[config.mk]
export PLATFORM = sky130hd
export DESIGN_NAME = sar_host_if
export DESIGN_NICKNAME = d
export VERILOG_FILES = /design/src/rtl/sar_host_pkg.sv /design/src/rtl/sar_host_if.sv
export SDC_FILE = /design/constraint.sdc
export NUM_CORES = 1
export LEC_CHECK = 0
export BUFFER_PORTS_ARGS = -buffer_cell sky130_fd_sc_hd__buf_2
export CAP_MARGIN = 40
export CELL_PAD_IN_SITES_DETAIL_PLACEMENT = 0
export CELL_PAD_IN_SITES_GLOBAL_PLACEMENT = 1
export CORE_MARGIN = 4
export CORE_UTILIZATION = 45
export CTS_CLUSTER_DIAMETER = 60
export DETAILED_ROUTE_END_ITERATION = 10
export MAX_ROUTING_LAYER = met4
export PLACE_DENSITY_LB_ADDON = 0.12
export SLEW_MARGIN = 30
export SYNTH_ARGS = -nofsm -noshare
export SYNTH_HDL_FRONTEND = slang
export SYNTH_SLANG_ARGS = --single-unit
[constraint.sdc]
create_clock -name i_clk -period 3.51 [get_ports i_clk]
set_clock_uncertainty 0.05 [all_clocks]
set_input_delay 0 -clock i_clk [delete_from_list [all_inputs] [get_ports i_clk]]
set_output_delay 0 -clock i_clk [all_outputs]
set_load 0.01 [all_outputs]
[src/rtl/sar_host_pkg.sv]
// shared constants, state codes and pin carrier for the converter host interface
package sar_host_pkg;
  localparam int RESULT_W = 12;
  localparam int DATA_BUS_W = 16;
  localparam int STATUS_W = 8;
  localparam int FIFO_DEPTH = 16;
  localparam int CLK_PERIOD_PS = 4000;
  // reset pin must be high this long before it counts
  localparam int RST_MIN_NS = 100;
  localparam int RST_MIN_CYC = (RST_MIN_NS * 1000 + CLK_PERIOD_PS - 1) / CLK_PERIOD_PS;
  // acquisition time after a conversion before track is reported done
  localparam int TRACK_NS = 1000;
  localparam int TRACK_CYC = (TRACK_NS * 1000 + CLK_PERIOD_PS - 1) / CLK_PERIOD_PS;
  // one successive approximation step; comparator answer lags the trial code by two clocks
  localparam int BIT_CYC = 6;
  localparam int PH_W = 3;
  localparam int BIT_SAMPLE_PH = 2;
  localparam int BIT_RISE_PH = 3;
  // hold pin low for one clock plus margin
  localparam int HOLD_MARGIN_NS = 50;
  localparam int HOLD_MIN_CYC = (CLK_PERIOD_PS + HOLD_MARGIN_NS * 1000 + CLK_PERIOD_PS - 1) / CLK_PERIOD_PS;
  localparam int INTERLEAVE_CAL_N_EXTRA_CYC = 20;
  localparam int INTERLEAVE_CAL_N_CONV_CNT = 2014;
  localparam int CAL_FULL_CYC = 58280;
  // status byte layout
  localparam int STB_EOC_N = 0;
  localparam int STB_FIFO_NE = 1;
  localparam int STB_FIFO_FULL = 2;
  localparam int STB_CALIB = 3;
  localparam int STB_CONV = 4;
  localparam int STB_INTERLEAVE_CAL_N = 5;
  localparam int STB_BURST = 6;
  localparam int STB_CAL_OK = 7;
  // output and latch values after reset
  localparam logic EOC_N_RST = 1'b1;
  localparam logic EOT_N_RST = 1'b1;
  localparam logic INTERLEAVE_CAL_N_LAT_RST = 1'b1;

  typedef enum logic [4:0] {
    ST_CAL_RESET = 5'h01,
    ST_IDLE = 5'h02,
    ST_CONV = 5'h04,
    ST_INTERLEAVE_CAL_N = 5'h08,
    ST_BURST = 5'h10
  } conv_state_t;

  typedef struct packed {
    logic rst;
    logic cs_n;
    logic rd_n;
    logic read_address_sel;
    logic bus_width_select;
    logic range_select;
    logic cal;
    logic interleave_cal_n;
    logic hold_n;
    logic cmp_above;
  } pin_sample_t;

  // idle pin levels held by the synchronisers in reset, so no false edge follows it
  localparam pin_sample_t PIN_IDLE = '{rst: 1'b0, cs_n: 1'b1, rd_n: 1'b1, read_address_sel: 1'b1,
    bus_width_select: 1'b0, range_select: 1'b0, cal: 1'b0, interleave_cal_n: 1'b1, hold_n: 1'b1,
    cmp_above: 1'b0};
endpackage

[src/rtl/sar_host_if.sv]
// result fifo and host-side control logic of the sar converter
`timescale 1ns/1ps

module sar_fifo
  import sar_host_pkg::*;
#(
  parameter int WIDTH = RESULT_W,
  parameter int DEPTH = FIFO_DEPTH
)
(
  input wire logic i_clk,
  input wire logic i_resetn,
  input wire logic i_flush,
  input wire logic i_in_valid,
  output logic o_in_ready,
  input wire logic [WIDTH-1:0] i_in_data,
  output logic o_out_valid,
  input wire logic i_out_ready,
  output logic [WIDTH-1:0] o_out_data
);
  localparam int AW = $clog2(DEPTH);
  localparam logic [AW:0] FULL_CNT = (AW + 1)'(DEPTH);

  typedef struct packed {
    logic [DEPTH-1:0][WIDTH-1:0] mem;
    logic [AW-1:0] wr;
    logic [AW-1:0] rd;
    logic [AW:0] cnt;
  } fifo_state_t;

  fifo_state_t r;
  fifo_state_t n;
  logic push;
  logic pop;

  assign o_in_ready = r.cnt != FULL_CNT;
  assign o_out_valid = r.cnt != '0;
  assign o_out_data = r.mem[r.rd];

  always_comb
  begin
    n = r;
    push = i_in_valid && (r.cnt != FULL_CNT);
    pop = i_out_ready && (r.cnt != '0);
    if (push)
    begin
      n.mem[r.wr] = i_in_data;
      n.wr = r.wr + 1'b1;
    end
    if (pop)
    begin
      n.rd = r.rd + 1'b1;
    end
    case ({push, pop})
      2'b10: n.cnt = r.cnt + 1'b1;
      2'b01: n.cnt = r.cnt - 1'b1;
      default: n.cnt = r.cnt;
    endcase
    if (i_flush)
    begin
      n.wr = '0;
      n.rd = '0;
      n.cnt = '0;
    end
  end

  always_ff @(posedge i_clk or negedge i_resetn)
  begin
    if (!i_resetn)
      r <= '0;
    else
      r <= n;
  end
endmodule // sar_fifo

module sar_host_if
  import sar_host_pkg::*;
#(
  parameter int CAL_CYC = CAL_FULL_CYC,
  parameter int INTERLEAVE_CAL_N_CONV = INTERLEAVE_CAL_N_CONV_CNT
)
(
  input wire logic i_clk,
  input wire logic i_resetn,
  input wire logic i_reset_pin,
  input wire logic i_chip_sel_n,
  input wire logic i_read_n,
  input wire logic i_read_address_sel,
  input wire logic i_bus_width_select,
  input wire logic i_range_select,
  input wire logic i_cal,
  input wire logic i_interleave_cal_n,
  input wire logic i_hold_n,
  input wire logic i_cmp_above,
  output logic [DATA_BUS_W-1:0] o_parallel_data_bus,
  output logic o_parallel_data_oe,
  output logic o_end_of_track_n,
  output logic o_end_of_conv_n,
  output logic o_serial_result_out,
  output logic o_serial_clk,
  output logic [RESULT_W-1:0] o_dac_code,
  output logic o_range_bipolar,
  output logic o_hold_active
);
  localparam int RW = RESULT_W;
  localparam int CAL_W = $clog2(CAL_CYC);
  localparam int ICW = $clog2(INTERLEAVE_CAL_N_CONV);
  localparam int EXT_W = $clog2(INTERLEAVE_CAL_N_EXTRA_CYC);
  localparam int TRK_W = $clog2(TRACK_CYC + 1);
  localparam int RST_W = $clog2(RST_MIN_CYC + 1);
  localparam int BI_W = $clog2(RW);
  localparam logic [CAL_W-1:0] CAL_LAST = CAL_W'(CAL_CYC - 1);
  localparam logic [ICW-1:0] ICNT_LAST = ICW'(INTERLEAVE_CAL_N_CONV - 1);
  localparam logic [EXT_W-1:0] EXT_LAST = EXT_W'(INTERLEAVE_CAL_N_EXTRA_CYC - 1);
  localparam logic [TRK_W-1:0] TRK_DONE = TRK_W'(TRACK_CYC);
  localparam logic [RST_W-1:0] RST_DONE = RST_W'(RST_MIN_CYC);
  localparam logic [PH_W-1:0] PH_SAMPLE = PH_W'(BIT_SAMPLE_PH);
  localparam logic [PH_W-1:0] PH_RISE = PH_W'(BIT_RISE_PH);
  localparam logic [PH_W-1:0] PH_LAST = PH_W'(BIT_CYC - 1);
  localparam logic [RW-1:0] MSB_TRIAL = RW'(1) << (RW - 1);

  typedef struct packed {
    pin_sample_t s1;
    pin_sample_t s2;
    logic cs_prev;
    logic hold_prev;
    logic rd_prev;
    logic rd_was_data;
    conv_state_t st;
    logic cal_lat;
    logic interleave_cal_n_lat;
    logic burst_on;
    logic interleave_cal_n_on;
    logic cal_valid;
    logic [CAL_W-1:0] cal_pos;
    logic [ICW-1:0] interleave_cal_n_cnt;
    logic [EXT_W-1:0] ext_cnt;
    logic [BI_W-1:0] bit_idx;
    logic [PH_W-1:0] ph;
    logic [RW-1:0] sar;
    logic [TRK_W-1:0] trk_cnt;
    logic [RST_W-1:0] rst_cnt;
    logic byte_lo;
    logic [RW-1:0] last_word;
    logic push;
    logic [RW-1:0] push_data;
    logic [DATA_BUS_W-1:0] data;
    logic data_oe;
    logic eot_n;
    logic eoc_n;
    logic serial_result_out;
    logic sclk;
    logic [RW-1:0] dac;
    logic bipolar;
    logic hold;
  } host_state_t;

  localparam host_state_t STATE_RST = '{
    s1: PIN_IDLE, s2: PIN_IDLE, cs_prev: 1'b1, hold_prev: 1'b1, rd_prev: 1'b0, rd_was_data: 1'b0,
    st: ST_CAL_RESET, cal_lat: 1'b0, interleave_cal_n_lat: INTERLEAVE_CAL_N_LAT_RST, burst_on: 1'b0,
    interleave_cal_n_on: 1'b0, cal_valid: 1'b0, cal_pos: '0, interleave_cal_n_cnt: '0, ext_cnt: '0,
    bit_idx: '0, ph: '0, sar: '0, trk_cnt: '0, rst_cnt: '0, byte_lo: 1'b0,
    last_word: '0, push: 1'b0, push_data: '0, data: '0, data_oe: 1'b0,
    eot_n: EOT_N_RST, eoc_n: EOC_N_RST, serial_result_out: 1'b0, sclk: 1'b0, dac: '0,
    bipolar: 1'b0, hold: 1'b0};

  host_state_t r;
  host_state_t n;
  pin_sample_t pins;
  logic cs_fall;
  logic cs_rise;
  logic hold_fall;
  logic rd_act;
  logic rd_start;
  logic rd_end;
  logic soft_rst;
  logic finish;
  logic pop;
  logic fifo_in_ready;
  logic fifo_valid;
  logic [RW-1:0] fifo_head;
  logic [RW-1:0] disp_word;
  logic [STATUS_W-1:0] stat;

  assign pins = '{rst: i_reset_pin, cs_n: i_chip_sel_n, rd_n: i_read_n,
    read_address_sel: i_read_address_sel, bus_width_select: i_bus_width_select,
    range_select: i_range_select, cal: i_cal, interleave_cal_n: i_interleave_cal_n,
    hold_n: i_hold_n, cmp_above: i_cmp_above};

  sar_fifo #(
    .WIDTH(RW),
    .DEPTH(FIFO_DEPTH)
  ) u_fifo (
    .i_clk(i_clk),
    .i_resetn(i_resetn),
    .i_flush(soft_rst),
    .i_in_valid(r.push),
    .o_in_ready(fifo_in_ready),
    .i_in_data(r.push_data),
    .o_out_valid(fifo_valid),
    .i_out_ready(pop),
    .o_out_data(fifo_head)
  );

  always_comb
  begin
    n = r;
    n.s1 = pins;
    n.s2 = r.s1;
    n.cs_prev = r.s2.cs_n;
    n.hold_prev = r.s2.hold_n;
    n.push = 1'b0;
    finish = 1'b0;
    pop = 1'b0;
    cs_fall = r.cs_prev && !r.s2.cs_n;
    cs_rise = !r.cs_prev && r.s2.cs_n;
    hold_fall = r.hold_prev && !r.s2.hold_n;
    rd_act = !r.s2.cs_n && !r.s2.rd_n;
    rd_start = rd_act && !r.rd_prev;
    rd_end = !rd_act && r.rd_prev;
    n.rd_prev = rd_act;
    // reset pin qualified by minimum width
    n.rst_cnt = !r.s2.rst ? '0 : (r.rst_cnt == RST_DONE ? r.rst_cnt : r.rst_cnt + 1'b1);
    soft_rst = (r.s2.rst && r.rst_cnt == RST_DONE) || (!r.s2.cs_n && !r.s2.hold_n && !r.s2.read_address_sel);
    if (cs_rise)
    begin
      n.cal_lat = r.s2.cal;
      n.interleave_cal_n_lat = r.s2.interleave_cal_n;
    end
    // calibration inputs act only through cs edges
    if (cs_fall)
    begin
      n.burst_on = r.cal_lat;
      n.interleave_cal_n_on = !r.interleave_cal_n_lat;
    end
    // range is steered live, calibration untouched
    n.bipolar = r.s2.range_select;
    disp_word = fifo_valid ? fifo_head : r.last_word;
    stat = '0;
    stat[STB_EOC_N] = r.eoc_n;
    stat[STB_FIFO_NE] = fifo_valid;
    stat[STB_FIFO_FULL] = !fifo_in_ready;
    stat[STB_CALIB] = (r.st == ST_CAL_RESET) || (r.st == ST_BURST);
    stat[STB_CONV] = (r.st == ST_CONV) || (r.st == ST_INTERLEAVE_CAL_N);
    stat[STB_INTERLEAVE_CAL_N] = r.interleave_cal_n_on;
    stat[STB_BURST] = r.burst_on;
    stat[STB_CAL_OK] = r.cal_valid;
    // bus only while read and chip select low
    n.data_oe = rd_act;
    n.data = '0;
    if (rd_act)
    begin
      if (!r.s2.read_address_sel)
        n.data = DATA_BUS_W'(stat);
      else if (r.s2.bus_width_select)
        n.data = DATA_BUS_W'(disp_word);
      // upper byte then lower nibble with zeros
      else if (r.byte_lo)
        n.data = DATA_BUS_W'({disp_word[RW-9:0], {(DATA_BUS_W - RW){1'b0}}});
      else
        n.data = DATA_BUS_W'(disp_word[RW-1 -: 8]);
    end
    if (rd_start)
    begin
      n.rd_was_data = r.s2.read_address_sel;
      n.eoc_n = 1'b1;
    end
    if (rd_end && r.rd_was_data)
    begin
      if (r.s2.bus_width_select || r.byte_lo)
        pop = fifo_valid;
      if (!r.s2.bus_width_select)
        n.byte_lo = !r.byte_lo;
      if (pop)
      begin
        n.last_word = fifo_head;
        n.byte_lo = 1'b0;
      end
    end
    if (r.st == ST_IDLE && r.trk_cnt != TRK_DONE)
      n.trk_cnt = r.trk_cnt + 1'b1;
    n.eot_n = !(r.st == ST_IDLE && r.trk_cnt == TRK_DONE);
    // every counter runs on the master clock
    case (r.st)
      ST_CAL_RESET:
      begin
        if (r.cal_pos == CAL_LAST)
        begin
          n.cal_pos = '0;
          n.st = ST_IDLE;
          n.eoc_n = 1'b0;
          n.cal_valid = 1'b1;
          n.trk_cnt = '0;
        end
        else
          n.cal_pos = r.cal_pos + 1'b1;
      end
      ST_IDLE:
      begin
        if (r.burst_on)
          n.st = ST_BURST;
        // hold edge starts a conversion when the fifo has room and burst is off
        else if (hold_fall && fifo_in_ready)
        begin
          n.st = ST_CONV;
          n.sar = '0;
          n.dac = MSB_TRIAL;
          n.bit_idx = BI_W'(RW - 1);
          n.ph = '0;
          n.hold = 1'b1;
          n.eoc_n = 1'b1;
        end
      end
      ST_CONV:
      begin
        n.ph = r.ph + 1'b1;
        // bit goes out as soon as it is decided
        if (r.ph == PH_SAMPLE)
        begin
          n.sar[r.bit_idx] = r.s2.cmp_above;
          n.serial_result_out = r.s2.cmp_above;
        end
        // one serial clock pulse per decided bit
        if (r.ph == PH_RISE)
          n.sclk = 1'b1;
        if (r.ph == PH_LAST)
        begin
          n.sclk = 1'b0;
          n.ph = '0;
          if (r.bit_idx == '0)
          begin
            if (r.interleave_cal_n_on)
            begin
              n.st = ST_INTERLEAVE_CAL_N;
              n.ext_cnt = '0;
            end
            else
              finish = 1'b1;
          end
          else
          begin
            n.bit_idx = r.bit_idx - 1'b1;
            n.dac = r.sar | (RW'(1) << (r.bit_idx - 1'b1));
          end
        end
      end
      ST_INTERLEAVE_CAL_N:
      begin
        n.ext_cnt = r.ext_cnt + 1'b1;
        if (r.ext_cnt == EXT_LAST)
        begin
          finish = 1'b1;
          // cal_valid set again every so many interleaved conversions, no calibration is run
          if (r.interleave_cal_n_cnt == ICNT_LAST)
          begin
            n.interleave_cal_n_cnt = '0;
            n.cal_valid = 1'b1;
          end
          else
            n.interleave_cal_n_cnt = r.interleave_cal_n_cnt + 1'b1;
        end
      end
      ST_BURST:
      begin
        if (!r.burst_on)
        begin
          n.st = ST_IDLE;
          n.trk_cnt = '0;
        end
        else if (r.cal_pos == CAL_LAST)
        begin
          n.cal_pos = '0;
          n.eoc_n = 1'b0;
          n.cal_valid = 1'b1;
        end
        else
          n.cal_pos = r.cal_pos + 1'b1;
      end
      default:
        n.st = ST_IDLE;
    endcase
    // pending calibration is taken up only once back in idle
    if (finish)
    begin
      n.st = ST_IDLE;
      n.push = 1'b1;
      n.push_data = n.sar;
      n.eoc_n = 1'b0;
      n.hold = 1'b0;
      n.trk_cnt = '0;
      if (!fifo_valid)
        n.byte_lo = 1'b0;
    end
    // logic cleared, full calibration on release
    if (soft_rst)
    begin
      n = STATE_RST;
      n.s1 = pins;
      n.s2 = r.s1;
      n.cs_prev = r.s2.cs_n;
      n.hold_prev = r.s2.hold_n;
      n.rd_prev = rd_act;
      n.rst_cnt = r.rst_cnt;
      n.data_oe = r.data_oe && rd_act;
      n.bipolar = r.s2.range_select;
    end
  end

  always_ff @(posedge i_clk or negedge i_resetn)
  begin
    if (!i_resetn)
      r <= STATE_RST;
    else
      r <= n;
  end

  assign o_parallel_data_bus = r.data;
  assign o_parallel_data_oe = r.data_oe;
  assign o_end_of_track_n = r.eot_n;
  assign o_end_of_conv_n = r.eoc_n;
  assign o_serial_result_out = r.serial_result_out;
  assign o_serial_clk = r.sclk;
  assign o_dac_code = r.dac;
  assign o_range_bipolar = r.bipolar;
  assign o_hold_active = r.hold;

  a_bus_float_cs: assert property (@(posedge i_clk) disable iff (!i_resetn)
    (r.s2.cs_n || r.s2.rd_n) |=> !r.data_oe) else $error("bus driven while deselected");
  a_status_low_byte: assert property (@(posedge i_clk) disable iff (!i_resetn)
    (rd_act && !r.s2.read_address_sel) |=> (r.data_oe && r.data[15:8] == 8'h00))
    else $error("status read not on low byte");
  a_byte_lsb_pad: assert property (@(posedge i_clk) disable iff (!i_resetn)
    (rd_act && r.s2.read_address_sel && !r.s2.bus_width_select && r.byte_lo)
    |=> (r.data[3:0] == 4'h0 && r.data[15:8] == 8'h00)) else $error("low byte read malformed");
  a_interleave_cal_n_extra: assert property (@(posedge i_clk) disable iff (!i_resetn)
    $rose(r.st == ST_INTERLEAVE_CAL_N) |-> (r.st == ST_INTERLEAVE_CAL_N)[*8]) else $error("interleave stretch too short");
  a_interleave_cal_n_end: assert property (@(posedge i_clk) disable iff (!i_resetn)
    (r.st == ST_INTERLEAVE_CAL_N && r.ext_cnt == EXT_LAST) |=> (r.st == ST_IDLE && !r.eoc_n))
    else $error("interleave stretch wrong length");
  a_burst_no_conv: assert property (@(posedge i_clk) disable iff (!i_resetn)
    (r.st inside {ST_IDLE, ST_BURST} && r.burst_on) |=> (r.st != ST_CONV)) else $error("conversion during burst");
  a_cal_waits_conv: assert property (@(posedge i_clk) disable iff (!i_resetn)
    (r.st == ST_CONV && r.burst_on && !soft_rst && !(r.ph == PH_LAST && r.bit_idx == '0))
    |=> (r.st == ST_CONV)) else $error("conversion cut by calibration");
  a_eoc_busy: assert property (@(posedge i_clk) disable iff (!i_resetn)
    (r.st == ST_CONV) |-> r.eoc_n) else $error("end of conversion low while converting");
  a_sclk_idle: assert property (@(posedge i_clk) disable iff (!i_resetn)
    (r.st != ST_CONV) |-> !r.sclk) else $error("serial clock active outside conversion");
  a_reset_cal: assert property (@(posedge i_clk) disable iff (!i_resetn)
    $fell(soft_rst) |-> (r.st == ST_CAL_RESET && r.cal_pos == '0)) else $error("reset did not start calibration");
  a_eot_track: assert property (@(posedge i_clk) disable iff (!i_resetn)
    !r.eot_n |-> ($past(r.st) == ST_IDLE && $past(r.trk_cnt) == TRK_DONE)) else $error("track done too early");
endmodule // sar_host_if

Word-level counts from Yosys, hierarchy flattened --
Index checks and enable logic that the tools add are counted. Widths: inputs -> output; s select.
Cells by class: $add $sub $neg 11, magnitude comparators 5, eq/ne operators 35, shift-type cells 1, mux-type cells 89, bitwise operators 2, reductions and logical operators 67
Operators by type and width (number):
- $bwmux 192 | 1
- $mux 136 | 1
- $mux 12 | 11
- $mux 13 | 5
- $mux 5 | 12
- $bmux 12 s4 | 1
- $demux 12 s4 | 1
- $mux 8 | 5
- $mux 19 | 2
- $pmux 19 s2 | 1
- $mux 11 | 3
- $pmux 16 s2 | 1
- $mux 1 | 27
- $pmux 5 s5 | 1
- $pmux 12 s2 | 1
- $reduce_bool 2->1 | 12
- $reduce_bool 3->1 | 7
- $pmux 5 s2 | 2
- $logic_and 1x1->1 | 18
- $mux 17 | 1
- $add 16x1->16 const B | 1
- $eq 16x16->1 const B | 1
- $mux 16 | 1
- $pmux 8 s2 | 1
- 48 further kinds | 93
Storage, ports and cells: register bits 364, input port bits 12, output and inout port bits 35, logic and storage cells 280

Depth between registers and ports, before layout --
Gate-level depths: netlist of run 1.
word-level depth 11, mapped depth 12

By module --
A second synthesis of run 1 with hierarchy kept.
Unflattened totals: cell total of the unflattened synthesis 1404, area, all modules 17707.0 µm²
Modules (own cells, without submodules):
- sar_fifo | times used 1, cells an instance 606, area each 9764.4 µm², sequential area each 5129.9 µm²
- sar_host_if | times used 1, cells an instance 798, area each 7942.6 µm², sequential area each 3898.7 µm²

Worst setup path before layout of run 1 --
Ideal clock, no wire load.
path kind register -> register, from register u_fifo.r[2] in the netlist's numbering, to register u_fifo.r[4] in the netlist's numbering, setup time 0.132 ns, data arrival time 2.373 ns, data required time 3.328 ns, path slack 0.955 ns, cell stages (with the launch flop) 13, buffers on the path 2, period minus slack after synthesis 2.555 ns, cells stage by stage dfrtp_1 -> buf_2 -> nor4_4 -> a21boi_0 -> buf_2 -> nor2_4 -> xor2_1 -> ha_1 -> or3_1 -> a21oi_1 -> a21oi_1 -> xnor2_1 -> nor2_1
Between the ends: cells in the longest elaborated chain, start to end 8, elaborated cells between the ends (all ways) 14, those cells by class add/sub: 2; eq/ne: 3; mux: 5; reduce/logical: 4
RTL lines:
- start: declaration | line sar_host_if.sv:31 | fifo_state_t r;
- start signal: assignment | line sar_host_if.sv:72 | r <= n;
- $reduce_bool 5->1 | line sar_host_if.sv:37, sar_host_if.sv:44
- $mux 1 | line sar_host_if.sv:270 | if (r.s2.bus_width_select || r.byte_lo)
- $mux 1 (2 in a row) | line sar_host_if.sv:268 | if (rd_end && r.rd_was_data)
- $logic_and 1x1->1 | line sar_host_if.sv:44 | pop = i_out_ready && (r.cnt != '0);
- $eq 2x1->1 / $eq 2x2->1 (equally long branches) | line sar_host_if.sv:54 | case ({push, pop})
- $pmux 5 s2 | line sar_host_if.sv:54
- $mux 13 | line sar_host_if.sv:59 | if (i_flush)
Several ways; a longest one is shown, not always the timed one. The select of a mux whose other input is x is not followed. A chain may end at the register's enable or synchronous reset.

==> results of run 1 <==
-- area by class of cell --
| class | instances | area [sq um] | area share |
|---|---|---|---|
| Sequential cell | 360 | 9034 | 0.4681 |
| Multi-Input combinational cell | 952 | 7567 | 0.3921 |
| Clock buffer | 58 | 1151 | 0.05965 |
| Timing Repair Buffer | 93 | 691.9 | 0.03585 |
| Tap cell | 511 | 639.4 | 0.03313 |
| Clock inverter | 16 | 155.1 | 0.008039 |
| Inverter | 16 | 60.06 | 0.003112 |
-- cells in the mapped netlist (4+ instances only) --
| library cell | count |
|---|---|
| dfstp_2 | 16 |
| a22oi_1 | 13 |
| a31oi_1 | 14 |
| o21a_1 | 13 |
| inv_1 | 16 |
| ha_1 | 22 |
| a21o_1 | 4 |
| nor2_1 | 84 |
| o22ai_1 | 10 |
| a311o_1 | 6 |
| o211ai_1 | 8 |
| xnor2_1 | 12 |
| nor2b_1 | 19 |
| xor2_1 | 12 |
| o31ai_1 | 18 |
| and2_1 | 9 |
| nand4_1 | 17 |
| nand2b_1 | 15 |
| nor3_1 | 16 |
| a221o_1 | 8 |
| dfrtp_1 | 344 |
| a21oi_1 | 61 |
| mux4_2 | 48 |
| nand3_1 | 27 |
| nand3b_1 | 4 |
| a211oi_1 | 4 |
| mux2_2 | 197 |
| buf_4 | 40 |
| o21ai_0 | 64 |
| buf_2 | 24 |
| nand2_1 | 134 |
| buf_1 | 9 |
| and3_1 | 9 |
| mux2i_1 | 19 |
| or3_1 | 6 |
| clkbuf_1 | 47 |
| o21ai_1 | 5 |
-- placed cells by master (no fill, tap or decap), types with 9 or more instances in the layout --
master,n
a21oi_1,61
a22oi_1,13
a31oi_1,14
and2_1,9
and3_1,9
buf_2,41
buf_4,34
clkbuf_1,12
clkbuf_16,42
clkinv_2,9
dfrtp_1,342
dfstp_2,16
dlygate4sd3_1,11
ha_1,22
inv_1,16
mux2_2,197
mux2i_1,19
mux4_2,48
nand2_1,134
nand2b_1,15
nand3_1,27
nand4_1,17
nor2_1,84
nor2b_1,19
nor3_1,16
o21a_1,13
o21ai_0,64
o22ai_1,10
o31ai_1,18
xnor2_1,12
xor2_1,12
-- cell families after synthesis --
group           synth area share
xor+xnor                 0.01217
mux                       0.2020
other cells            0.0002171
compound gates            0.1009
flops                     0.5227
fa+ha+maj                0.01593
buf+inv                  0.04027
simple gates              0.1058
-- worst max-delay path: cells and delay by family, from the launching register on --
family	cells	cell delay, ps
AO/OA/AOI/OAI	3	780
AND/OR/NAND/NOR	2	360
flip-flops	1	680
buffers and inverters	1	320
multiplexers	1	530
-- registers in the layout (all words and copies together), names as in the netlist --
register             count
r                      124
o_end_of_track_n         1
o_parallel_data_bus     12
o_hold_active            1
o_range_bipolar          1
o_serial_clk             1
o_serial_result_out      1
o_end_of_conv_n          1
o_dac_code              12
u_fifo.r               205
o_parallel_data_oe       1
-- stage by stage --
stage | util | instance area (sq um)
after CTS | 0.5112 | 19300
after global placement | 0.4729 | 17860
final | 0.5112 | 19300
after detailed placement | 0.4736 | 17880
after global routing | 0.5112 | 19300
after floorplan | - | 17290
-- layer usage --
metal	global-route usage	wire length (um)	vias to the layer above	part of all wire
met4	0.05083	767	0	0.019
met2	0.3094	18630	179	0.45
met3	0.03459	1595	54	0.039
li1	-	-	5270	-
met1	0.2990	20260	5786	0.49
met5	-	0	-	0
-- worst paths after layout --
check | start | to | slack, ps | depth (start not counted)
min in group i_clk | i_cmp_above | r[149] | 30 | 2
max in group asynchronous | i_resetn | r[134] | 2270 | 3
worst min-delay path | i_resetn | o_range_bipolar | -10 | 2
worst min register to register | r[143] | o_range_bipolar | 300 | 0
worst max-delay path | u_fifo.r[5] | o_parallel_data_bus[0] | 640 | 7
worst max register to register | u_fifo.r[5] | o_parallel_data_bus[0] | 640 | 7
-- power groups by stage --
stage	Sequential [mW]	Clock [mW]	Combinational, mW
6_report	4.55	4.17	1.34
5_1_grt	4.58	4.46	1.50
4_1_cts	4.55	4.29	1.36
3_5_place_dp	4.62	0	1.34
3_3_place_gp	4.61	0	1.33
2_1_floorplan	4.50	0	1.02
-- timing repair --
action	CTS	global route
setup endpoints to repair	0	0
hold buffers	11	0
endpoints found under the hold margin	102	0
==> results.json, run 1 <==
{
  "antenna_found_initial": 0,
  "tns_ps": 0,
  "crit_path_cell_trace": "buf_4 -> mux4_2 -> a22oi_1 -> nand3_1 -> a221o_1 -> nand3_1 -> a21oi_1",
  "ant_nets": 0,
  "cts-root-buf": "clkbuf_16",
  "cts_buffers": 42,
  "crit_required_ps": 3880,
  "power_density_mw_per_mm2": 521.4,
  "clk_pin_slew_worst_paths_ps": 60,
  "grt_pass1_wl_mm": 66.40,
  "relSlewSlack": 0.4329,
  "pwr-share-comb": 0.133,
  "crit_type": "flop to flop",
  "die_x_um": 203.9,
  "ctsLongestPathBuffers": 3,
  "clkLatencyLatePin_ps": 560,
  "cts_tree": "yes",
  "finalSetupViolCount": 0,
  "synth_flop_cell": "dfrtp_1",
  "grt_usage": 0.2070,
  "fin_nets": 1499,
  "synth.cell_area_sq_mm": 0.01727,
  "max_freq_mhz": 348.0,
  "grt_max_degree": 100,
  "drc_errors": 0,
  "drt_iter0_markers": 550,
  "die-area_sq_mm": 0.04159,
  "yosys_warnings": 0,
  "tightest_slew_ps": 850.6,
  "diodes": 0,
  "p_clk_frac": 0.415,
  "yosys.cell_types.count": 81,
  "vias_per_cell": 5.628,
  "hold_viol_final": 3,
  "holdWs_ps": -13.82,
  "io_buffers": 42,
  "ys_seq_elements": 360,
  "htreeDepth": 2,
  "p_int_mw": 7.247,
  "dr.pass1.iters": 5,
  "syn_to_final_growth_pct": 11.72,
  "hold_path.class": "primary input to asynchronous set/reset pin",
  "violations": "hold timing",
  "gr-total-overflow": 0,
  "initial_core_util": 0.4575,
  "postCtsSetupBuffers": 0,
  "switching_share": 0.2798,
  "cts_resized": 0,
  "grt_pass1_vias": 11530,
  "max_stage_delay_ps": 680,
  "critical_path.slowest_cell": "dfrtp_4",
  "layout.cells.non_filler": 2006,
  "hpwl_mm": 27.75,
  "gp_congestion": 0.8061,
  "ios": 47,
  "critPathMaxFanout": 18,
  "slew_violations": 0,
  "vias": 11290,
  "async_flop_share": 1.000,
  "period_share": 0.8186,
  "drive_gt1_frac": 0.2903,
  "core_area_sq_mm": 0.03776,
  "yosysSeqAreaShare": 0.5227,
  "rows": 71,
  "syn_area_per_cell_sq_um": 11.95,
  "synth.top_cells.by_area": "dfrtp_1 50%, mux2_2 13%, mux4_2 6.3%, nand2_1 2.9%, dfstp_2 2.4%",
  "total_power_mw": 10.06,
  "totalWireLength_mm": 41.25,
  "cpMostUsedCell": "nand3_1",
  "wire_per_inst_um": 20.57,
  "status": "finished with violations",
  "syn_inst": 1446,
  "end_kind": "flop",
  "synth_top_area_frac": 0.4983,
  "dp.cells": 1921,
  "vdd_drop_max_mv": 0.2793,
  "seq_power_share": 0.452,
  "yosysTopAreaCell": "dfrtp_1",
  "fin_crit_ps": 2873,
  "die_y_um": 203.9,
  "synth_edf_count": 0,
  "fillers": 3327,
  "worstPathArrival_ps": 3250,
  "p_leak_nw": 8.854,
  "p_switching_mw": 2.815,
  "clock-sinks": 360,
  "pre_cts_ws_ps": 684.2,
  "rsz0062_at_grt": "no",
  "startpoint_type": "flop",
  "maxCapViolations": 0,
  "setup_slack_ps": 636.6
}
Note: power is estimated with default switching activity, not from simulation.
==> run 2: changes to the inputs <==
==> constraint.sdc (replaced) <==
create_clock -name i_clk -period 2.9 [get_ports i_clk]
set_clock_uncertainty 0.05 [all_clocks]
set_input_delay 0 -clock i_clk [delete_from_list [all_inputs] [get_ports i_clk]]
set_output_delay 0 -clock i_clk [all_outputs]
set_load 0.01 [all_outputs]
==> results.json, run 2 (same netlist as run 1, synthesis figures left out) <==
{
  "fillers": 3259,
  "postLayoutCoreUtil": 0.5247,
  "fin_nets": 1531,
  "p_leak_nw": 9.123,
  "fin_crit_ps": 2590,
  "ant_nets": 0,
  "period_share": 0.8930,
  "gp_congestion": 0.8189,
  "hold_path.class": "primary input to flop",
  "worstPathArrival_ps": 2960,
  "max_freq_mhz": 386.2,
  "drive_gt1_frac": 0.3085,
  "drt_iter0_markers": 685,
  "clk_pin_slew_worst_paths_ps": 60,
  "pre_cts_ws_ps": 328.0,
  "whs_path_depth": 2,
  "tightest_slew_ps": 764.2,
  "die-area_sq_mm": 0.04159,
  "reg2reg_slack_ps": 310,
  "totalWireLength_mm": 41.99,
  "hold_viol_final": 0,
  "cts-root-buf": "clkbuf_16",
  "die_x_um": 203.9,
  "critPathMaxFanout": 15,
  "cts_buffers": 42,
  "clkLatencyLatePin_ps": 560,
  "end_kind": "flop",
  "grt_pass1_vias": 11690,
  "initial_core_util": 0.4575,
  "dr.pass1.iters": 5,
  "diodes": 0,
  "vdd_drop_max_mv": 0.3357,
  "rsz0062_at_grt": "no",
  "final_common_cell": "dfrtp_1",
  "htreeDepth": 2,
  "cts_tree": "yes",
  "relSlewSlack": 0.4905,
  "wire_per_inst_um": 20.57,
  "most-common-layout-cells": "342 x dfrtp_1, 197 x mux2_2, 134 x nand2_1, 84 x nor2_1, 64 x o21ai_0",
  "crit_type": "flop to flop",
  "reg_top3": "u_fifo.r x205, r x124",
  "drc_errors": 0,
  "crit_path_cell_trace": "mux4_2 -> mux2i_1 -> o22ai_1 -> a221o_1 -> a22oi_1 -> o41ai_1",
  "postCtsSetupBuffers": 0,
  "antenna_found_initial": 0,
  "gr-total-overflow": 0,
  "vias_per_cell": 5.621,
  "syn_to_final_growth_pct": 14.68,
  "hpwl_mm": 28.08,
  "finalSetupViolCount": 0,
  "cp_num_cells": 6,
  "die_y_um": 203.9,
  "critPathBufInv": 0,
  "cp_top_family": "multiplexers",
  "slew_violations": 0,
  "vias": 11470,
  "grt_pass1_wl_mm": 68.26,
  "ios": 47,
  "max_stage_delay_ps": 640,
  "largest-register": "u_fifo.r",
  "maxCapViolations": 0,
  "ctsLongestPathBuffers": 3,
  "crit_required_ps": 3270,
  "core_area_sq_mm": 0.03776,
  "setup_slack_ps": 310.4,
  "startpoint_type": "flop",
  "total_power_mw": 12.80,
  "power_density_mw_per_mm2": 646.3,
  "tns_ps": 0,
  "clock-sinks": 360,
  "reg2regPathDepth": 6,
  "io_buffers": 42,
  "status": "finished, final reports clean",
  "critical_path.slowest_cell": "dfrtp_4",
  "grt_usage": 0.2134,
  "rows": 71,
  "grt_max_degree": 82,
  "largest_reg_flops": 205
}
-- run 2: final cells by class --
type                    instances  area [sq um]  share of cell area
clock buffers                  61          1256             0.06341
clock inverters                16         217.7             0.01099
inverters                      16         60.06            0.003032
multi-input cells             952          7567              0.3820
flip-flops and latches        360          9034              0.4560
well taps                     511         639.4             0.03227
repair buffers                125          1036             0.05230
-- run 2: final timing paths --
| check | endpoint | from |
|---|---|---|
| worst max register to register | o_parallel_data_bus[2] | u_fifo.r[5] |
| worst max-delay path | o_parallel_data_bus[2] | u_fifo.r[5] |
| max in group asynchronous | o_end_of_track_n | i_resetn |
| worst min register to register | r[143] | r[153] |
| min in group asynchronous | o_range_bipolar | i_resetn |
| worst min-delay path | r[154] | i_bus_width_select |
-- run 2: worst register-to-register path: stages (launching register included) --
cell and delay, ps:
dfrtp_4 640, mux4_2 550, mux2i_1 420, o22ai_1 160, a221o_1 340, a22oi_1 200, o41ai_1 100
-- run 2: per-stage QoR --
stage / cell area [sq um] / hold WS, ps / instances
2_1_floorplan: 17290 / -345.6 / 1449
3_3_place_gp: 18180 / -59.50 / 1951
3_5_place_dp: 18200 / -59.35 / 1952
4_1_cts: 19810 / 5.887 / 2041
5_1_grt: 19810 / 24.13 / 2041
6_report: 19810 / 35.91 / 2041
-- run 2: routing by layer --
metal / GRT usage / share of wire / up-vias
met2: 0.3211 / 0.46 / 218
met3: 0.03316 / 0.038 / 55
met4: 0.04601 / 0.017 / 0
met5: - / 0 / -
li1: - / - / 5323
met1: 0.3108 / 0.49 / 5877
-- run 2: what timing repair did --
| action | 4_1_cts | 5_1_grt |
|---|---|---|
| endpoints found under the hold margin | 354 | 0 |
| hold buffers | 12 | 0 |
| gates resized for setup | 0 | 0 |
-- run 2: where the power goes --
group | leakage (nW) | switching [mW] | internal [mW]
clock | 0.722 | 2.12 | 3.46
sequential | 4.90 | 0.273 | 5.22
combinational | 3.50 | 1.06 | 0.674
total | 9.12 | 3.46 | 9.35
==> run 3: changes to the inputs <==
==> constraint.sdc (replaced) <==
create_clock -name i_clk -period 2.9 [get_ports i_clk]
set_clock_uncertainty 0.05 [all_clocks]
set_input_delay 0.29 -clock i_clk [delete_from_list [all_inputs] [get_ports i_clk]]
set_output_delay 0.29 -clock i_clk [all_outputs]
set_load 0.01 [all_outputs]
==> results.json, run 3 (same netlist as run 1, synthesis figures left out) <==
{
  "ant_nets": 0,
  "hold_path.class": "flop to flop",
  "end_kind": "flop",
  "gr-total-overflow": 0,
  "period_share": 0.9069,
  "startpoint_type": "flop",
  "tightest_slew_ps": 739.4,
  "die_y_um": 203.9,
  "hpwl_mm": 27.76,
  "syn_to_final_growth_pct": 14.61,
  "postLayoutCoreUtil": 0.5244,
  "max_freq_mhz": 380.2,
  "dp.cells": 1955,
  "dpl-instance-area_sq_mm": 0.01820,
  "p_leak_nw": 9.121,
  "critPathMaxFanout": 18,
  "final_common_cell": "dfrtp_1",
  "power_density_mw_per_mm2": 645.6,
  "fillers": 3275,
  "cts_tree": "yes",
  "grt_usage": 0.2128,
  "design_area_sq_mm": 0.01980,
  "hold_viol_final": 0,
  "fin_crit_ps": 2630,
  "rows": 71,
  "seqCellArea_sq_mm": 0.009034,
  "most-common-layout-cells": "342 x dfrtp_1, 197 x mux2_2, 134 x nand2_1, 84 x nor2_1",
  "cpMostUsedCell": "nand3_1",
  "drt_iter0_markers": 763,
  "largest_reg_flops": 205,
  "core_area_sq_mm": 0.03776,
  "crit_path_cell_trace": "buf_4 -> mux4_2 -> a22oi_1 -> nand3_1 -> a221o_1 -> nand3_1 -> a21oi_1",
  "grt_pass1_wl_mm": 68.01,
  "crit_type": "flop to flop",
  "largest-register": "u_fifo.r",
  "drc_errors": 0,
  "crit_required_ps": 3290,
  "status": "finished, final reports clean",
  "grt_pass1_vias": 11780,
  "clock-sinks": 360,
  "drive_gt1_frac": 0.3099,
  "finalSetupViolCount": 0,
  "fin_nets": 1535,
  "wire_per_inst_um": 20.53,
  "rsz0062_at_grt": "no",
  "vias": 11450,
  "maxCapViolations": 0,
  "clk_pin_slew_worst_paths_ps": 50,
  "totalWireLength_mm": 42.04,
  "initial_core_util": 0.4575,
  "gp_congestion": 0.8299,
  "dr.pass1.iters": 6,
  "tns_ps": 0,
  "die-area_sq_mm": 0.04159,
  "worstPathArrival_ps": 3020,
  "cts_buffers": 44,
  "grt_max_degree": 86,
  "cts-root-buf": "clkbuf_16",
  "ios": 47,
  "slew_violations": 0,
  "vias_per_cell": 5.592,
  "clkLatencyLatePin_ps": 570,
  "critical_path.slowest_cell": "dfrtp_4",
  "reg2reg_slack_ps": 270,
  "max_stage_delay_ps": 680,
  "htreeDepth": 2,
  "relSlewSlack": 0.5071,
  "cts_resized": 0,
  "io_buffers": 42,
  "ctsLongestPathBuffers": 3,
  "vdd_drop_max_mv": 0.4456,
  "multi_input_area_sq_mm": 0.007567,
  "antenna_found_initial": 1,
  "die_x_um": 203.9,
  "layout.cells.non_filler": 2048,
  "reg_top3": "u_fifo.r x205, r x124"
}
[run 3: cell type report]
| class | instances | area share |
|---|---|---|
| Sequential cell | 360 | 0.4563 |
| Multi-Input combinational cell | 952 | 0.3822 |
| Clock buffer | 67 | 0.06661 |
| Timing Repair Buffer | 127 | 0.05107 |
| Tap cell | 511 | 0.03229 |
| Clock inverter | 14 | 0.008342 |
| Inverter | 16 | 0.003034 |
| Antenna cell | 1 | 0.0001264 |
[run 3: power breakdown]
group / switching, mW / internal (mW)
sequential: 0.284 / 5.22
combinational: 1.05 / 0.656
clock: 2.17 / 3.41
[run 3: worst max-delay path, delay by kind of cell, from the launching register on]
kind | cells | cell delay, ps
AOI/OAI and AO/OA | 3 | 700
buffers and inverters | 1 | 250
DFF | 1 | 680
muxes | 1 | 520
and+or+nand+nor | 2 | 310
[run 3: metrics by stage]
step           hold WS (ps)  setup WS, ps  power, mW
2_1_floorplan        -55.59         345.5      6.675
3_3_place_gp          284.8         318.2      7.286
3_5_place_dp          290.3         284.5      7.289
4_1_cts               289.2         262.1      12.95
5_1_grt               300.8         72.20      13.37
6_report              297.8         270.1      12.78
[run 3: worst paths after layout]
path	from	endpoint	cells past startpoint
setup / recovery	u_fifo.r[5]	o_parallel_data_bus[0]	7
hold / removal	r[143]	o_range_bipolar	0
setup reg to reg	u_fifo.r[5]	o_parallel_data_bus[0]	7
hold reg to reg	r[143]	o_range_bipolar	0
max in group asynchronous	i_resetn	r[90]	3
min in group asynchronous	i_resetn	o_range_bipolar	2
[run 3: per-layer routing]
| layer | vias up | share of wire | GRT usage |
|---|---|---|---|
| met5 | - | 0 | - |
| li1 | 5325 | - | - |
| met1 | 5874 | 0.49 | 0.3089 |
| met3 | 61 | 0.036 | 0.02951 |
| met2 | 192 | 0.45 | 0.3184 |
| met4 | 0 | 0.020 | 0.05758 |
[run 3: what timing repair did]
action,in CTS,in global routing
buffers inserted,0,0
hold endpoints to repair,85,0
hold buffers,11,0
